**config.mk**
```make
export PLATFORM = sky130hd
export DESIGN_NAME = rpr_remap
export DESIGN_NICKNAME = d
export VERILOG_FILES = /design/src/rtl/rpr_pkg.sv /design/src/rtl/rpr_remap.sv
export VERILOG_INCLUDE_DIRS = /design/src /design/src/rtl
export SDC_FILE = /design/constraint.sdc
export NUM_CORES = 2
export LEC_CHECK = 0
export CAP_MARGIN = 20
export CORE_UTILIZATION = 25
export CTS_CLUSTER_SIZE = 16
export DETAILED_ROUTE_END_ITERATION = 12
export DONT_BUFFER_PORTS = 1
export GPL_TIMING_DRIVEN = 0
export PLACE_DENSITY = 0.46
export SLEW_MARGIN = 15
export SYNTH_ARGS = -nofsm -noshare
export SYNTH_HDL_FRONTEND = slang
export SYNTH_SLANG_ARGS = --single-unit
```
**constraint.sdc**
```tcl
create_clock -name clk -period 36.7 [get_ports clk]
set_clock_uncertainty 0.15 [all_clocks]
set_input_delay 5.505 -clock clk [delete_from_list [all_inputs] [get_ports clk]]
set_output_delay 5.505 -clock clk [all_outputs]
set_load 0.05 [all_outputs]
```
**src/rtl/rpr_regs.svh**
```systemverilog
// Register offsets, field positions and constants of the reference index remap block.
// Operation
// Non-B indices are default order unless remap fields came in picture, GOB or slice.
// B pictures take one or two first pictures backward; forward indexes the rest.
// Remap indicator picks difference or long-term field, and the difference sign.
// First difference is from current number, later ones from last difference remap.
// Long-term remaps leave the number prediction unchanged.
// Long-term remap assigns next index to picture with that long-term index.
// Pictures not remapped follow all remapped ones in default order.
// Flag missing picture on number gap or remap naming an absent picture.
// Optionally conceal by copying closest preceding available picture; the code copies slot 0, the newly stored picture.
// Concealed picture is inserted only with sliding window buffering.
// Missing picture found in GOB or slice is concealed as at picture level.
// Encoder never predicts from pictures or sub-pictures it marked unused.
// Sub-pictures are equal rectangles, multiples of the minimum unit in 16 samples.
// Partition grid starts at the picture upper-left corner.
// Sub-pictures crossing the edge count as full memory in fullness.
// Sub-pictures numbered from 0 raster order, picture after picture, via map table.
// Block fetch covers n by m samples, each 8 or 9.
// Fetch finds sub-picture of upper-left sample by division, plus right/down neighbours.
// Multi-picture selection only when reference count exceeds one.
// With four vectors, both chroma blocks use the first vector's reference.
// Picture numbers are modulo 1024; a step other than one is a gap.
// A newly stored picture takes default index 0 unless long-term; the code puts long-term pictures at index 0 too.
// Map entries carry a valid flag; unused entry access is a bitstream error.
`ifndef RPR_REGS_SVH
`define RPR_REGS_SVH
`define RPR_OFF_CTRL     8'h00
`define RPR_OFF_SUBPIC   8'h04
`define RPR_OFF_PICSIZE  8'h08
`define RPR_OFF_STATUS   8'h0c
`define RPR_OFF_MAPIDX   8'h10
`define RPR_OFF_MAPDATA  8'h14
`define RPR_OFF_CAPACITY 8'h18
`define RPR_CTRL_CONCEAL 0
`define RPR_CTRL_SLIDING 1
`define RPR_CTRL_BTWO    2
`define RPR_CTRL_RCNT_LO 4
`define RPR_MAP_VALID    31
`define RPR_ST_MISSING   0
`define RPR_ST_BSERR     1
`define RPR_ST_FULL      2
`define RPR_ST_USED_LO   8
`define RPR_MB_SAMPLES   16
`define RPR_PN_MOD       1024
`endif

```
**src/rtl/rpr_pkg.sv**
```systemverilog
// Types shared by the reference index remap block.
package rpr_pkg;
	typedef enum logic [1:0] {
		RPR_OP_MINUS,
		RPR_OP_PLUS,
		RPR_OP_LONG,
		RPR_OP_END
	} rpr_op_e;
	typedef enum logic [1:0] {
		RPR_FETCH_ONE,
		RPR_FETCH_RIGHT,
		RPR_FETCH_DOWN,
		RPR_FETCH_FOUR
	} rpr_fetch_e;
endpackage : rpr_pkg

```
**src/rtl/rpr_remap.sv**
```systemverilog
// Reference picture index remap, concealment and sub-picture fetch locator.
//
// The implementer's own choices: strobed register access and the register offsets.
`timescale 1ns/100ps
`default_nettype none
`include "rpr_regs.svh"
module rpr_remap
	import rpr_pkg::*;
#(
	parameter int NREF = 8,
	parameter int KMAP = 64,
	parameter int LTW  = 4,
	parameter int AW   = 8
) (
	// Clock and reset.
	input  wire logic                     clk,
	input  wire logic                     nrst,
	// Register port.
	input  wire logic [AW-1:0]            reg_addr,
	input  wire logic [31:0]              reg_wdata,
	input  wire logic                     reg_wr,
	input  wire logic                     reg_rd,
	output logic [31:0]                   reg_rdata,
	// Picture, GOB or slice start and stored pictures.
	input  wire logic                     seg_start,
	input  wire logic [9:0]               seg_pic_number,
	input  wire logic                     seg_is_b,
	input  wire logic                     store_stb,
	input  wire logic [9:0]               store_pic_number,
	input  wire logic                     store_long,
	input  wire logic [LTW-1:0]           store_long_index,
	// Remap operations.
	input  wire logic                     remap_stb,
	input  wire logic [1:0]               remap_op_indicator,
	input  wire logic [9:0]               remap_value,
	// Reference lookup.
	input  wire logic                     ref_stb,
	input  wire logic                     ref_backward,
	input  wire logic                     ref_mv4,
	input  wire logic [3:0][$clog2(NREF)-1:0] ref_param,
	input  wire logic                     backward_sel_bit,
	output logic [$clog2(NREF)-1:0]       ref_slot,
	output logic [$clog2(NREF)-1:0]       ref_chroma_slot,
	output logic                          ref_ok,
	output logic                          ref_done,
	// Concealment copy request.
	output logic                          conceal_stb,
	output logic [$clog2(NREF)-1:0]       conceal_src_slot,
	// Sub-picture fetch.
	input  wire logic                     fetch_stb,
	input  wire logic [$clog2(NREF)-1:0]  fetch_slot,
	input  wire logic [10:0]              fetch_x,
	input  wire logic [10:0]              fetch_y,
	input  wire logic                     fetch_n9,
	input  wire logic                     fetch_m9,
	output logic [3:0][$clog2(KMAP)-1:0]  fetch_area,
	output logic [1:0]                    fetch_case,
	output logic                          fetch_err,
	output logic                          fetch_done
);
	localparam int SW = $clog2(NREF);
	localparam int KW = $clog2(KMAP);

	typedef struct packed {
		logic [NREF-1:0]               vld;
		logic [NREF-1:0]               lng;
		logic [NREF-1:0][9:0]          pn;
		logic [NREF-1:0][LTW-1:0]      lti;
		logic [NREF-1:0][SW-1:0]       rl;
		logic [SW:0]                   rcnt;
		logic [NREF-1:0]               rmask;
		logic                          ractive;
		logic                          is_b;
		logic [9:0]                    pred;
		logic [9:0]                    last_pn;
		logic                          have_pic;
		logic                          conceal_en;
		logic                          sliding;
		logic                          btwo;
		logic [3:0]                    rcount;
		logic [7:0]                    sub_w;
		logic [7:0]                    sub_h;
		logic [7:0]                    pic_w;
		logic [7:0]                    pic_h;
		logic [15:0]                   capacity;
		logic                          missing;
		logic                          bserr;
		logic [KW-1:0]                 map_idx;
		logic [KMAP-1:0]               map_vld;
		logic [KMAP-1:0][KW-1:0]       map;
		logic [31:0]                   rdata;
		logic [SW-1:0]                 ref_slot;
		logic [SW-1:0]                 ref_cslot;
		logic                          ref_ok;
		logic                          ref_done;
		logic                          conceal;
		logic [SW-1:0]                 conceal_src;
		logic [3:0][KW-1:0]            farea;
		logic [1:0]                    fcase;
		logic                          ferr;
		logic                          fdone;
	} rpr_state_s;

	rpr_state_s st_q;
	rpr_state_s st_d;

	// ------------------------------------------------------------------
	// Search helpers
	// ------------------------------------------------------------------

	// Short-term slot holding a picture number; bit SW set when absent.
	function automatic logic [SW:0] find_pn(input rpr_state_s s, input logic [9:0] num);
		logic [SW:0] r;
		r = {1'b1, {SW{1'b0}}};
		for (int i = NREF - 1; i >= 0; i--) begin
			if (s.vld[i] && !s.lng[i] && s.pn[i] == num) begin
				r = {1'b0, SW'(i)};
			end
		end
		return r;
	endfunction : find_pn

	// Long-term slot holding a long-term index; bit SW set when absent.
	function automatic logic [SW:0] find_lt(input rpr_state_s s, input logic [9:0] idx);
		logic [SW:0] r;
		r = {1'b1, {SW{1'b0}}};
		for (int i = NREF - 1; i >= 0; i--) begin
			if (s.vld[i] && s.lng[i] && {{(10 - LTW){1'b0}}, s.lti[i]} == idx) begin
				r = {1'b0, SW'(i)};
			end
		end
		return r;
	endfunction : find_lt

	// Relative index to slot; bit SW set when no picture stands there.
	function automatic logic [SW:0] map_index(input rpr_state_s s, input logic [SW:0] idx);
		logic [SW:0] r;
		logic [SW:0] left;
		r = {1'b1, {SW{1'b0}}};
		left = idx;
		if (s.ractive && idx < s.rcnt) begin
			r = {1'b0, s.rl[idx[SW-1:0]]};
		end else begin
			if (s.ractive) begin
				left = idx - s.rcnt;
			end
			// Untouched pictures follow in default order.
			for (int i = 0; i < NREF; i++) begin
				if (s.vld[i] && !(s.ractive && s.rmask[i])) begin
					if (left == '0 && r[SW]) begin
						r = {1'b0, SW'(i)};
					end
					left = left - 1'b1;
				end
			end
		end
		return r;
	endfunction : map_index

	// ------------------------------------------------------------------
	// Partition geometry
	// ------------------------------------------------------------------

	// Sizes in samples; edge sub-pictures are counted whole by rounding up.
	logic [11:0] sub_w_smp;
	logic [11:0] sub_h_smp;
	logic [7:0]  cols;
	logic [7:0]  rows;
	logic [15:0] per_pic;
	logic [15:0] used;
	logic [11:0] x_end;
	logic [11:0] y_end;
	logic [7:0]  cx;
	logic [7:0]  cy;
	logic [7:0]  cx_end;
	logic [7:0]  cy_end;
	logic [15:0] k_base;
	logic [KW-1:0] kk;
	logic [KW-1:0] k_right;
	logic [KW-1:0] k_down;
	logic [SW:0]   sel_idx;
	logic [SW:0]   sel_c;

	always_comb begin
		sub_w_smp = 12'(st_q.sub_w) * 12'(`RPR_MB_SAMPLES);
		sub_h_smp = 12'(st_q.sub_h) * 12'(`RPR_MB_SAMPLES);
		cols = (st_q.sub_w == '0) ? 8'h01 : 8'((st_q.pic_w + st_q.sub_w - 8'h01) / st_q.sub_w);
		rows = (st_q.sub_h == '0) ? 8'h01 : 8'((st_q.pic_h + st_q.sub_h - 8'h01) / st_q.sub_h);
		per_pic = 16'(cols) * 16'(rows);
		used = 16'($countones(st_q.vld)) * per_pic;
		// Grid origin is the picture corner, so plain division gives the cell.
		x_end = 12'(fetch_x) + (fetch_m9 ? 12'h008 : 12'h007);
		y_end = 12'(fetch_y) + (fetch_n9 ? 12'h008 : 12'h007);
		cx = (sub_w_smp == '0) ? 8'h00 : 8'(12'(fetch_x) / sub_w_smp);
		cy = (sub_h_smp == '0) ? 8'h00 : 8'(12'(fetch_y) / sub_h_smp);
		cx_end = (sub_w_smp == '0) ? 8'h00 : 8'(x_end / sub_w_smp);
		cy_end = (sub_h_smp == '0) ? 8'h00 : 8'(y_end / sub_h_smp);
		k_base = 16'(fetch_slot) * per_pic + 16'(cy) * 16'(cols) + 16'(cx);
		kk = k_base[KW-1:0];
		k_right = kk + 1'b1;
		k_down = KW'(16'(kk) + 16'(cols));
	end

	// Relative index of the luma and chroma lookups.
	always_comb begin
		if (st_q.rcount <= 4'h1) begin
			sel_idx = '0;
			sel_c = '0;
		end else if (st_q.is_b) begin
			if (ref_backward) begin
				sel_idx = (st_q.btwo && backward_sel_bit) ? (SW + 1)'(1) : '0;
			end else begin
				sel_idx = (st_q.btwo ? (SW + 1)'(2) : (SW + 1)'(1)) + {1'b0, ref_param[0]};
			end
			sel_c = sel_idx;
		end else begin
			sel_idx = {1'b0, ref_param[0]};
			sel_c = sel_idx;
		end
	end

	// ------------------------------------------------------------------
	// Next state
	// ------------------------------------------------------------------

	// One process owns every state bit; events win over software clears.
	always_comb begin
		logic [SW:0] hit;
		logic [SW:0] ci;
		logic [9:0]  tgt;
		logic        gap;
		logic        ins;
		hit = '0;
		ci = '0;
		tgt = '0;
		gap = 1'b0;
		ins = 1'b0;
		st_d = st_q;
		st_d.ref_done = 1'b0;
		st_d.fdone = 1'b0;
		st_d.conceal = 1'b0;
		st_d.rdata = '0;

		// Register writes.
		if (reg_wr) begin
			case (reg_addr)
				`RPR_OFF_CTRL: begin
					st_d.conceal_en = reg_wdata[`RPR_CTRL_CONCEAL];
					st_d.sliding = reg_wdata[`RPR_CTRL_SLIDING];
					st_d.btwo = reg_wdata[`RPR_CTRL_BTWO];
					st_d.rcount = reg_wdata[`RPR_CTRL_RCNT_LO +: 4];
				end
				`RPR_OFF_SUBPIC: begin
					st_d.sub_w = reg_wdata[7:0];
					st_d.sub_h = reg_wdata[15:8];
				end
				`RPR_OFF_PICSIZE: begin
					st_d.pic_w = reg_wdata[7:0];
					st_d.pic_h = reg_wdata[15:8];
				end
				`RPR_OFF_STATUS: begin
					if (reg_wdata[`RPR_ST_MISSING]) st_d.missing = 1'b0;
					if (reg_wdata[`RPR_ST_BSERR]) st_d.bserr = 1'b0;
				end
				`RPR_OFF_MAPIDX: st_d.map_idx = reg_wdata[KW-1:0];
				`RPR_OFF_MAPDATA: begin
					st_d.map[st_q.map_idx] = reg_wdata[KW-1:0];
					st_d.map_vld[st_q.map_idx] = reg_wdata[`RPR_MAP_VALID];
				end
				`RPR_OFF_CAPACITY: st_d.capacity = reg_wdata[15:0];
				default: ;
			endcase
		end

		// Register reads, answered in the following cycle.
		if (reg_rd) begin
			case (reg_addr)
				`RPR_OFF_CTRL: st_d.rdata = {24'h0, st_q.rcount, 1'b0, st_q.btwo,
					st_q.sliding, st_q.conceal_en};
				`RPR_OFF_SUBPIC: st_d.rdata = {16'h0, st_q.sub_h, st_q.sub_w};
				`RPR_OFF_PICSIZE: st_d.rdata = {16'h0, st_q.pic_h, st_q.pic_w};
				`RPR_OFF_STATUS: st_d.rdata = {8'h0, used, 5'h0, (used > st_q.capacity),
					st_q.bserr, st_q.missing};
				`RPR_OFF_MAPIDX: st_d.rdata = 32'(st_q.map_idx);
				`RPR_OFF_MAPDATA: st_d.rdata = {st_q.map_vld[st_q.map_idx],
					(31 - KW)'(0), st_q.map[st_q.map_idx]};
				`RPR_OFF_CAPACITY: st_d.rdata = {16'h0, st_q.capacity};
				default: st_d.rdata = '0;
			endcase
		end

		// A new picture, GOB or slice drops the previous remapping.
		if (seg_start) begin
			st_d.ractive = 1'b0;
			st_d.rcnt = '0;
			st_d.rmask = '0;
			st_d.pred = seg_pic_number;
			st_d.is_b = seg_is_b;
		end else if (remap_stb) begin
			if (remap_op_indicator != 2'(RPR_OP_END)) begin
				st_d.ractive = 1'b1;
			end
			case (rpr_op_e'(remap_op_indicator))
				RPR_OP_MINUS,
				RPR_OP_PLUS: begin
					tgt = (remap_op_indicator == 2'(RPR_OP_PLUS)) ?
						st_q.pred + remap_value : st_q.pred - remap_value;
					hit = find_pn(st_q, tgt);
					st_d.pred = tgt;
				end
				RPR_OP_LONG: begin
					hit = find_lt(st_q, remap_value);
				end
				default: hit = '0;
			endcase
			if (remap_op_indicator != 2'(RPR_OP_END)) begin
				if (hit[SW]) begin
					st_d.missing = 1'b1;
				end else if (st_q.rcnt < (SW + 1)'(NREF)) begin
					st_d.rl[st_q.rcnt[SW-1:0]] = hit[SW-1:0];
					st_d.rmask[hit[SW-1:0]] = 1'b1;
					st_d.rcnt = st_q.rcnt + 1'b1;
				end
			end
		end

		// Storing shifts every picture one index older, or two when a substitute is inserted.
		if (store_stb) begin
			gap = st_q.have_pic && (store_pic_number - st_q.last_pn != 10'h001);
			if (gap) begin
				st_d.missing = 1'b1;
			end
			ins = gap && st_q.conceal_en && st_q.sliding && st_q.vld[0];
			for (int i = NREF - 1; i > 1; i--) begin
				st_d.vld[i] = ins ? st_q.vld[i-2] : st_q.vld[i-1];
				st_d.lng[i] = ins ? st_q.lng[i-2] : st_q.lng[i-1];
				st_d.pn[i] = ins ? st_q.pn[i-2] : st_q.pn[i-1];
				st_d.lti[i] = ins ? st_q.lti[i-2] : st_q.lti[i-1];
			end
			// The substitute, now at index 1, copies slot 0, which holds the picture just stored.
			st_d.vld[1] = ins ? 1'b1 : st_q.vld[0];
			st_d.lng[1] = ins ? 1'b0 : st_q.lng[0];
			st_d.pn[1] = ins ? store_pic_number - 10'h001 : st_q.pn[0];
			st_d.lti[1] = ins ? '0 : st_q.lti[0];
			st_d.vld[0] = 1'b1;
			st_d.lng[0] = store_long;
			st_d.pn[0] = store_pic_number;
			st_d.lti[0] = store_long_index;
			st_d.conceal = ins;
			st_d.conceal_src = '0;
			st_d.last_pn = store_pic_number;
			st_d.have_pic = 1'b1;
		end

		// Reference lookup.
		if (ref_stb) begin
			hit = map_index(st_q, sel_idx);
			ci = ref_mv4 ? map_index(st_q, sel_c) : hit;
			st_d.ref_slot = hit[SW-1:0];
			st_d.ref_cslot = ci[SW-1:0];
			st_d.ref_ok = !hit[SW];
			st_d.ref_done = 1'b1;
			if (hit[SW]) begin
				st_d.missing = 1'b1;
			end
		end

		// Sub-picture fetch: corners decide which neighbours are needed.
		if (fetch_stb) begin
			st_d.farea[0] = st_q.map[kk];
			st_d.farea[1] = st_q.map[k_right];
			st_d.farea[2] = st_q.map[k_down];
			st_d.farea[3] = st_q.map[k_down + 1'b1];
			st_d.fcase = {cy_end != cy, cx_end != cx};
			st_d.ferr = !st_q.map_vld[kk] ||
				((cx_end != cx) && !st_q.map_vld[k_right]) ||
				((cy_end != cy) && !st_q.map_vld[k_down]) ||
				((cx_end != cx) && (cy_end != cy) && !st_q.map_vld[k_down + 1'b1]);
			st_d.fdone = 1'b1;
			if (st_d.ferr) begin
				st_d.bserr = 1'b1;
			end
		end
	end

	// ------------------------------------------------------------------
	// State register
	// ------------------------------------------------------------------

	// Synchronous active-low reset clears all state.
	always_ff @(posedge clk) begin
		if (!nrst) begin
			st_q <= '0;
		end else begin
			st_q <= st_d;
		end
	end

	// Outputs straight from state flip-flops.
	assign reg_rdata = st_q.rdata;
	assign ref_slot = st_q.ref_slot;
	assign ref_chroma_slot = st_q.ref_cslot;
	assign ref_ok = st_q.ref_ok;
	assign ref_done = st_q.ref_done;
	assign conceal_stb = st_q.conceal;
	assign conceal_src_slot = st_q.conceal_src;
	assign fetch_area = st_q.farea;
	assign fetch_case = st_q.fcase;
	assign fetch_err = st_q.ferr;
	assign fetch_done = st_q.fdone;
endmodule : rpr_remap
`default_nettype wire

```
Word level (Yosys, flattened, before mapping)
Index checks and enable logic that the tools add are counted.

operators by class
  order comparisons = 15
  multiplexer cells = 173
  multipliers = 4
  add/sub/neg operators = 32
  bitwise operators = 4
  div/mod/pow operators = 6
  eq/ne operators = 28
  reductions and logical operators = 122
  shift-type cells = 0

operators with widths
  kind                   number
  $mux W456              1
  $mux W448              1
  $bwmux W384            1
  $mux W4                86
  $pmux W32 S7           1
  $bmux W6 S6            5
  $mux W10               11
  $eq A10 B10 Y1         8
  $eq A4 B10 Y1          8
  $logic_and A1 B1 Y1    68
  $bwmux W64             1
  $mux W8                6
  $mux W6                7
  $demux W6 S6           1
  $mux W1                36
  $lt A6 B7 Y1 const B   5
  $logic_not A4 Y1       8
  $bmux W1 S6            5
  $sub A4 B1 Y4 const B  7
  $add A11 B4 Y12        2
  $bwmux W24             1
  $div A11 B12 Y12       2
  $div A12 B12 Y12       2
  $eq A8 B5 Y1 const B   3
  other kinds (51)       108

storage, ports and cells
  memories kept = 0
  output and inout bits = 72
  input port bits = 129
  latch bits = 0
  memory bits (writable) = 0
  flip-flop bits (word level) = 757
  ROM bits = 0
  word-level logic and storage cells = 506

Logic depth before layout (Yosys ltp)
  word-level depth = 51
  gate-level depth with buffers = 103
  gate-level depth less buffers = 101

Least setup slack after synthesis
No wires, ideal clock.

  kind = reg-to-reg
  start point = register st_q[561] (netlist name)
  end point = register st_q, in the netlist fetch_area[20]
  arrival = 21.516 ns
  setup time = 0.128 ns
  cell stages (with the launch flop) = 96
  path buffers = 5
  required time = 36.422 ns
  clock period less this slack = 21.794 ns
  path slack = 14.906 ns
  cells stage by stage = dfxtp_1 > clkbuf_1 > inv_1 > ha_1 > inv_1 > ha_1 > fa_1 > a21o_1 > a21oi_1 > o21bai_1 > a21oi_1 > xnor2_1 > inv_1 > ha_1 > a22oi_1 > ha_1 > a21oi_1 > nor2_1 > [60 not listed] > fa_1 > inv_1 > fa_1 > fa_1 > inv_1 > ha_1 > xnor2_1 > clkbuf_1 > ha_1 > xnor2_1 > clkbuf_1 > xor2_1 > clkbuf_1 > mux4_2 > mux2i_1 > a21oi_1 > mux2i_1 > nor2_1

between the ends
  longest elaborated chain between the ends = 12
  elaborated cells on any way between the ends = 17
  classes of those cells = add/sub (6); mul (3); div (2); mux (4); reduce/logical (2)

ends and longest elaborated chain
  element                                                                   RTL line          source
  start, declared                                                           rpr_remap.sv:104  rpr_state_s st_q;
  start signal, assigned                                                    rpr_remap.sv:395  st_q <= st_d;
  parallel branches: the longest is 6 deep, another holds $div A11 B12 Y12  --
  $add A6 B6 Y6 * (2 in series)                                             rpr_remap.sv:198  k_base = 16'(fetch_slot) * per_pic + 16'(cy) * 16'(cols) + 16'(cx);
  $add A6 B6 Y6 *                                                           rpr_remap.sv:201  k_down = KW'(16'(kk) + 16'(cols));
  $add A6 B1 Y6 *                                                           rpr_remap.sv:373  st_d.farea[3] = st_q.map[k_down + 1'b1];
  $bmux W6 S6 *                                                             rpr_remap.sv:373
  $mux W6 (not written as such) *                                           rpr_remap.sv:373

Every way passes the cells marked *. The select of a mux whose other input is x is not followed.
A chain may end at the register's enable or synchronous reset.

Final worst setup path
  start point = register st_q[561] (netlist name)
  end point = register st_q, in the netlist fetch_area[21]

The elaborated chain is that of the path after synthesis.

==> impl_metrics.tcl <==
set metrics [dict create \
    status "complete, no violations" \
    cp_slowest_cell "clkbuf_1" \
    clockRootBuffer "clkbuf_16" \
    multi_input_area_mm2 0.04683 \
    finalHoldViolations 0 \
    grt_usage_pct 26.50 \
    yosys_register_bits 746 \
    endpoint "fetch_area[21]" \
    syn_to_final_growth_pct 13.36 \
    grt_start_max_net_pins 26 \
    required_ns 37.17 \
    min_period_over_period_pct 76.27 \
    setup_viol 0 \
    holdCritPathClass "flop to flop" \
    first_pass_iters 7 \
    wirelength_um 362300 \
    synthCells 7334 \
    timing.fmax_mhz 35.72 \
    cts_hold_buf 0 \
    final_nets 8109 \
    io-pin-count 201 \
    cpMostUsedCell "o21a_1" \
    max-cap-violations 0 \
    cts_setup_buffers 0 \
    maxSlewHeadroom_pct 4.578 \
    rr_worst_depth 97 \
    worstMarginPinSlew_ns 1.431 \
    core.rowCount 187 \
    place.gp.congestion 1.065 \
    die_x_um 513.5 \
    setup.worst_path.class "flop to flop" \
    finalCriticalPeriod_ns 27.99 \
    leakage_nw 25.60 \
    arrival_ns 28.47 \
    crit_path_end_kind "flop" \
    core_mm2 0.2599 \
    rsz0062_at_grt "no" \
    powerDensity_mw_per_mm2 54.61 \
    top_layer "met5" \
    dr_total_vias 65630 \
    clock_sinks 746 \
    wl_per_cell_um 32.60 \
    overflow 0 \
    synth_edf_count 0 \
    drive_gt1_share_pct 14.36 \
    cts.repair.resized 0 \
    dp_hpwl_um 281600 \
    cts.clk_slew.worst_paths_ns 0.06 \
    setup_ws_ns 8.707 \
    wl_met2_um 152800 \
    clock_latency_ns 0.79 \
    drt_iter0_drc 9157 \
    cts_tree "done" \
    netlist_area_mm2 0.06540 \
    vdd_drop_max_mv 0.06246 \
    portBuffers 0 \
    r2r_start "st_q[561]" \
    synth_area_per_cell_um2 8.917 \
    tns_ns 0 \
    synth-main-ff-cell "dfxtp_1" \
    synth_cell_types 111 \
    drt.antenna.violating_nets 0 \
    critPathLaunchType "flop" \
    start_util_pct 25.16 \
    synthArstFlopShare_pct 0 \
    numCtsBuffers 94 \
    utilization_pct 28.52 \
    antenna_found_initial 43 \
    wl_met3_um 40290 \
    drt-met1-wl_um 144500 \
    yosysWarnings 0 \
    die_h_um 513.5 \
    slew_viol_final 0 \
    ys_seq_area_share_pct 22.84 \
    htreeDepth 3 \
    r2r_slack_ns 8.71 \
    regArea_mm2 0.01493 \
    crit_start "st_q[561]" \
    r2r_end "fetch_area[21]" \
    vias_per_cell 5.905 \
    clock_path_buffers 3 \
    cpPeakStageDelay_ns 0.90 \
    fillCellCount 27500 \
    place_ws_ns 9.508 \
    drc_errors 0 \
    grt_pass1_vias 60690 \
    path_max_fanout 22 \
    grt_pass1_wl_um 493900 \
    dieArea_mm2 0.2636 \
]
logic make-up (layout without fill, tap and decap cells):
logic type	after synthesis	after routing	share of synthesized area [%]
other	1	52	0.005734
adders and majority gates	476	476	10.14
AOI/OAI and AO/OA	1654	1654	16.06
and+or+nand+nor	2403	2403	17.06
DFF	746	746	22.84
xor gates and xnor gates	287	287	4.544
muxes	846	846	23.60
buffers and inverters	921	1154	5.755
cell type report:
class                      instances  area share, %
multi-input combinational       5678          63.17
sequential                       746          20.14
tap                             3496          5.900
buffer                           631          3.738
clock buffer                     132          3.635
inverter                         290          1.468
timing repair buffer              63          1.122
clock inverter                    38         0.6919
antenna                           40         0.1350
sequential cells by signal, indices dropped and copies added, names as in the netlist:
register and cells:
fetch_case 2, st_q 687, fetch_err 1, ref_done 1, fetch_done 1, ref_slot 3
reg_rdata 25, fetch_area 24, conceal_stb 1, ref_ok 1
per-layer routing:
layer | global-route usage [%] | vias to the layer above
met5 | 0 | -
met4 | 15.40 | 16
met3 | 8.751 | 1059
met2 | 39.17 | 4411
met1 | 33.49 | 32620
li1 | - | 27530
worst min path at each step:
stage                    from   endpoint  slack (ns)  depth (start not counted)
floorplan           st_q[610]  st_q[610]        0.28                          2
global placement    st_q[552]  st_q[552]        0.30                          2
detailed placement  st_q[553]  st_q[553]        0.30                          2
CTS                 st_q[553]  st_q[553]        0.31                          2
global route        st_q[553]  st_q[553]        0.33                          2
finish              st_q[553]  st_q[553]        0.30                          2
cell usage after synthesis, types with 12 or more instances:
cell      instances  area share [%]
inv_1           285             1.6
a22oi_1         267             3.1
nor2_1          427             2.5
fa_1             90             2.8
nand2_1         910             5.2
nand4_1          81            0.77
a21boi_0         14            0.16
buf_2            26            0.20
nand3b_1         12            0.14
nor4_1           23            0.22
o211ai_1         20            0.23
buf_4            69            0.79
a31oi_1          13            0.12
o21bai_1         12            0.14
and3_1           29            0.28
xnor3_1          27            0.93
mux2i_1         229             3.5
o22ai_1          20            0.19
a21oi_1         691             5.3
or3_1            17            0.16
or2_2            20            0.19
xnor2_1         158             2.1
o31ai_1          35            0.40
mux4_2          548              19
or4_1            14            0.16
o21ai_1          27            0.21
a221oi_1         15            0.20
buf_1           106            0.61
xor2_1           94             1.3
nor3_1          153             1.2
nor2b_1          56            0.54
o21a_1          116             1.3
and2_1           46            0.44
ha_1            386             7.4
clkbuf_1        428             2.5
nand3_1         491             3.8
a211oi_1        118             1.4
mux2_2           67             1.2
dfxtp_1         746              23
a21o_1           58            0.67
nand2b_1         59            0.56
o21ai_0         140             1.1
power by group:
part           switching [mW]  internal (mW)
Sequential             0.0166          0.821
Clock                   0.418          0.570
Combinational            1.34          0.881
placed cells by master (no fill, tap or decap), types with 63 or more instances in the layout:
| cell type | Yosys | routed |
|---|---|---|
| buf_4 | 69 | 76 |
| nand3_1 | 491 | 491 |
| a21oi_1 | 691 | 691 |
| nand4_1 | 81 | 81 |
| fa_1 | 90 | 90 |
| dfxtp_1 | 746 | 746 |
| clkbuf_16 | 0 | 94 |
| nor3_1 | 153 | 151 |
| buf_2 | 26 | 63 |
| xor2_1 | 94 | 93 |
| mux2_2 | 67 | 67 |
| xnor2_1 | 158 | 157 |
| o21a_1 | 116 | 116 |
| mux2i_1 | 229 | 229 |
| a22oi_1 | 267 | 267 |
| nand2_1 | 910 | 910 |
| inv_1 | 285 | 285 |
| a211oi_1 | 118 | 117 |
| ha_1 | 386 | 386 |
| clkbuf_1 | 428 | 404 |
| nor2_1 | 427 | 426 |
| mux4_2 | 548 | 548 |
| o21ai_0 | 140 | 139 |
| buf_1 | 106 | 71 |
per-stage QoR:
step	cell area (um2)	total power, mW	std cells	hold WS (ns)
floorplan	65440	2.368	7345	0.2754
global placement	69810	2.947	10840	0.2986
detailed placement	70660	3.016	10890	0.2965
CTS	73860	4.012	11060	0.3053
global route	74070	4.271	11090	0.3328
finish	74140	4.049	11110	0.3044
critical path: cells and delay by family (launching register included):
family,cells,cell delay [ns]
compound gates,42,9.19
fa+ha+maj,23,8.76
buf+inv,16,4.71
mux,5,2.16
xor+xnor,4,1.65
simple gates,7,0.85
flops,1,0.31
(Power assumes the default switching activity.)
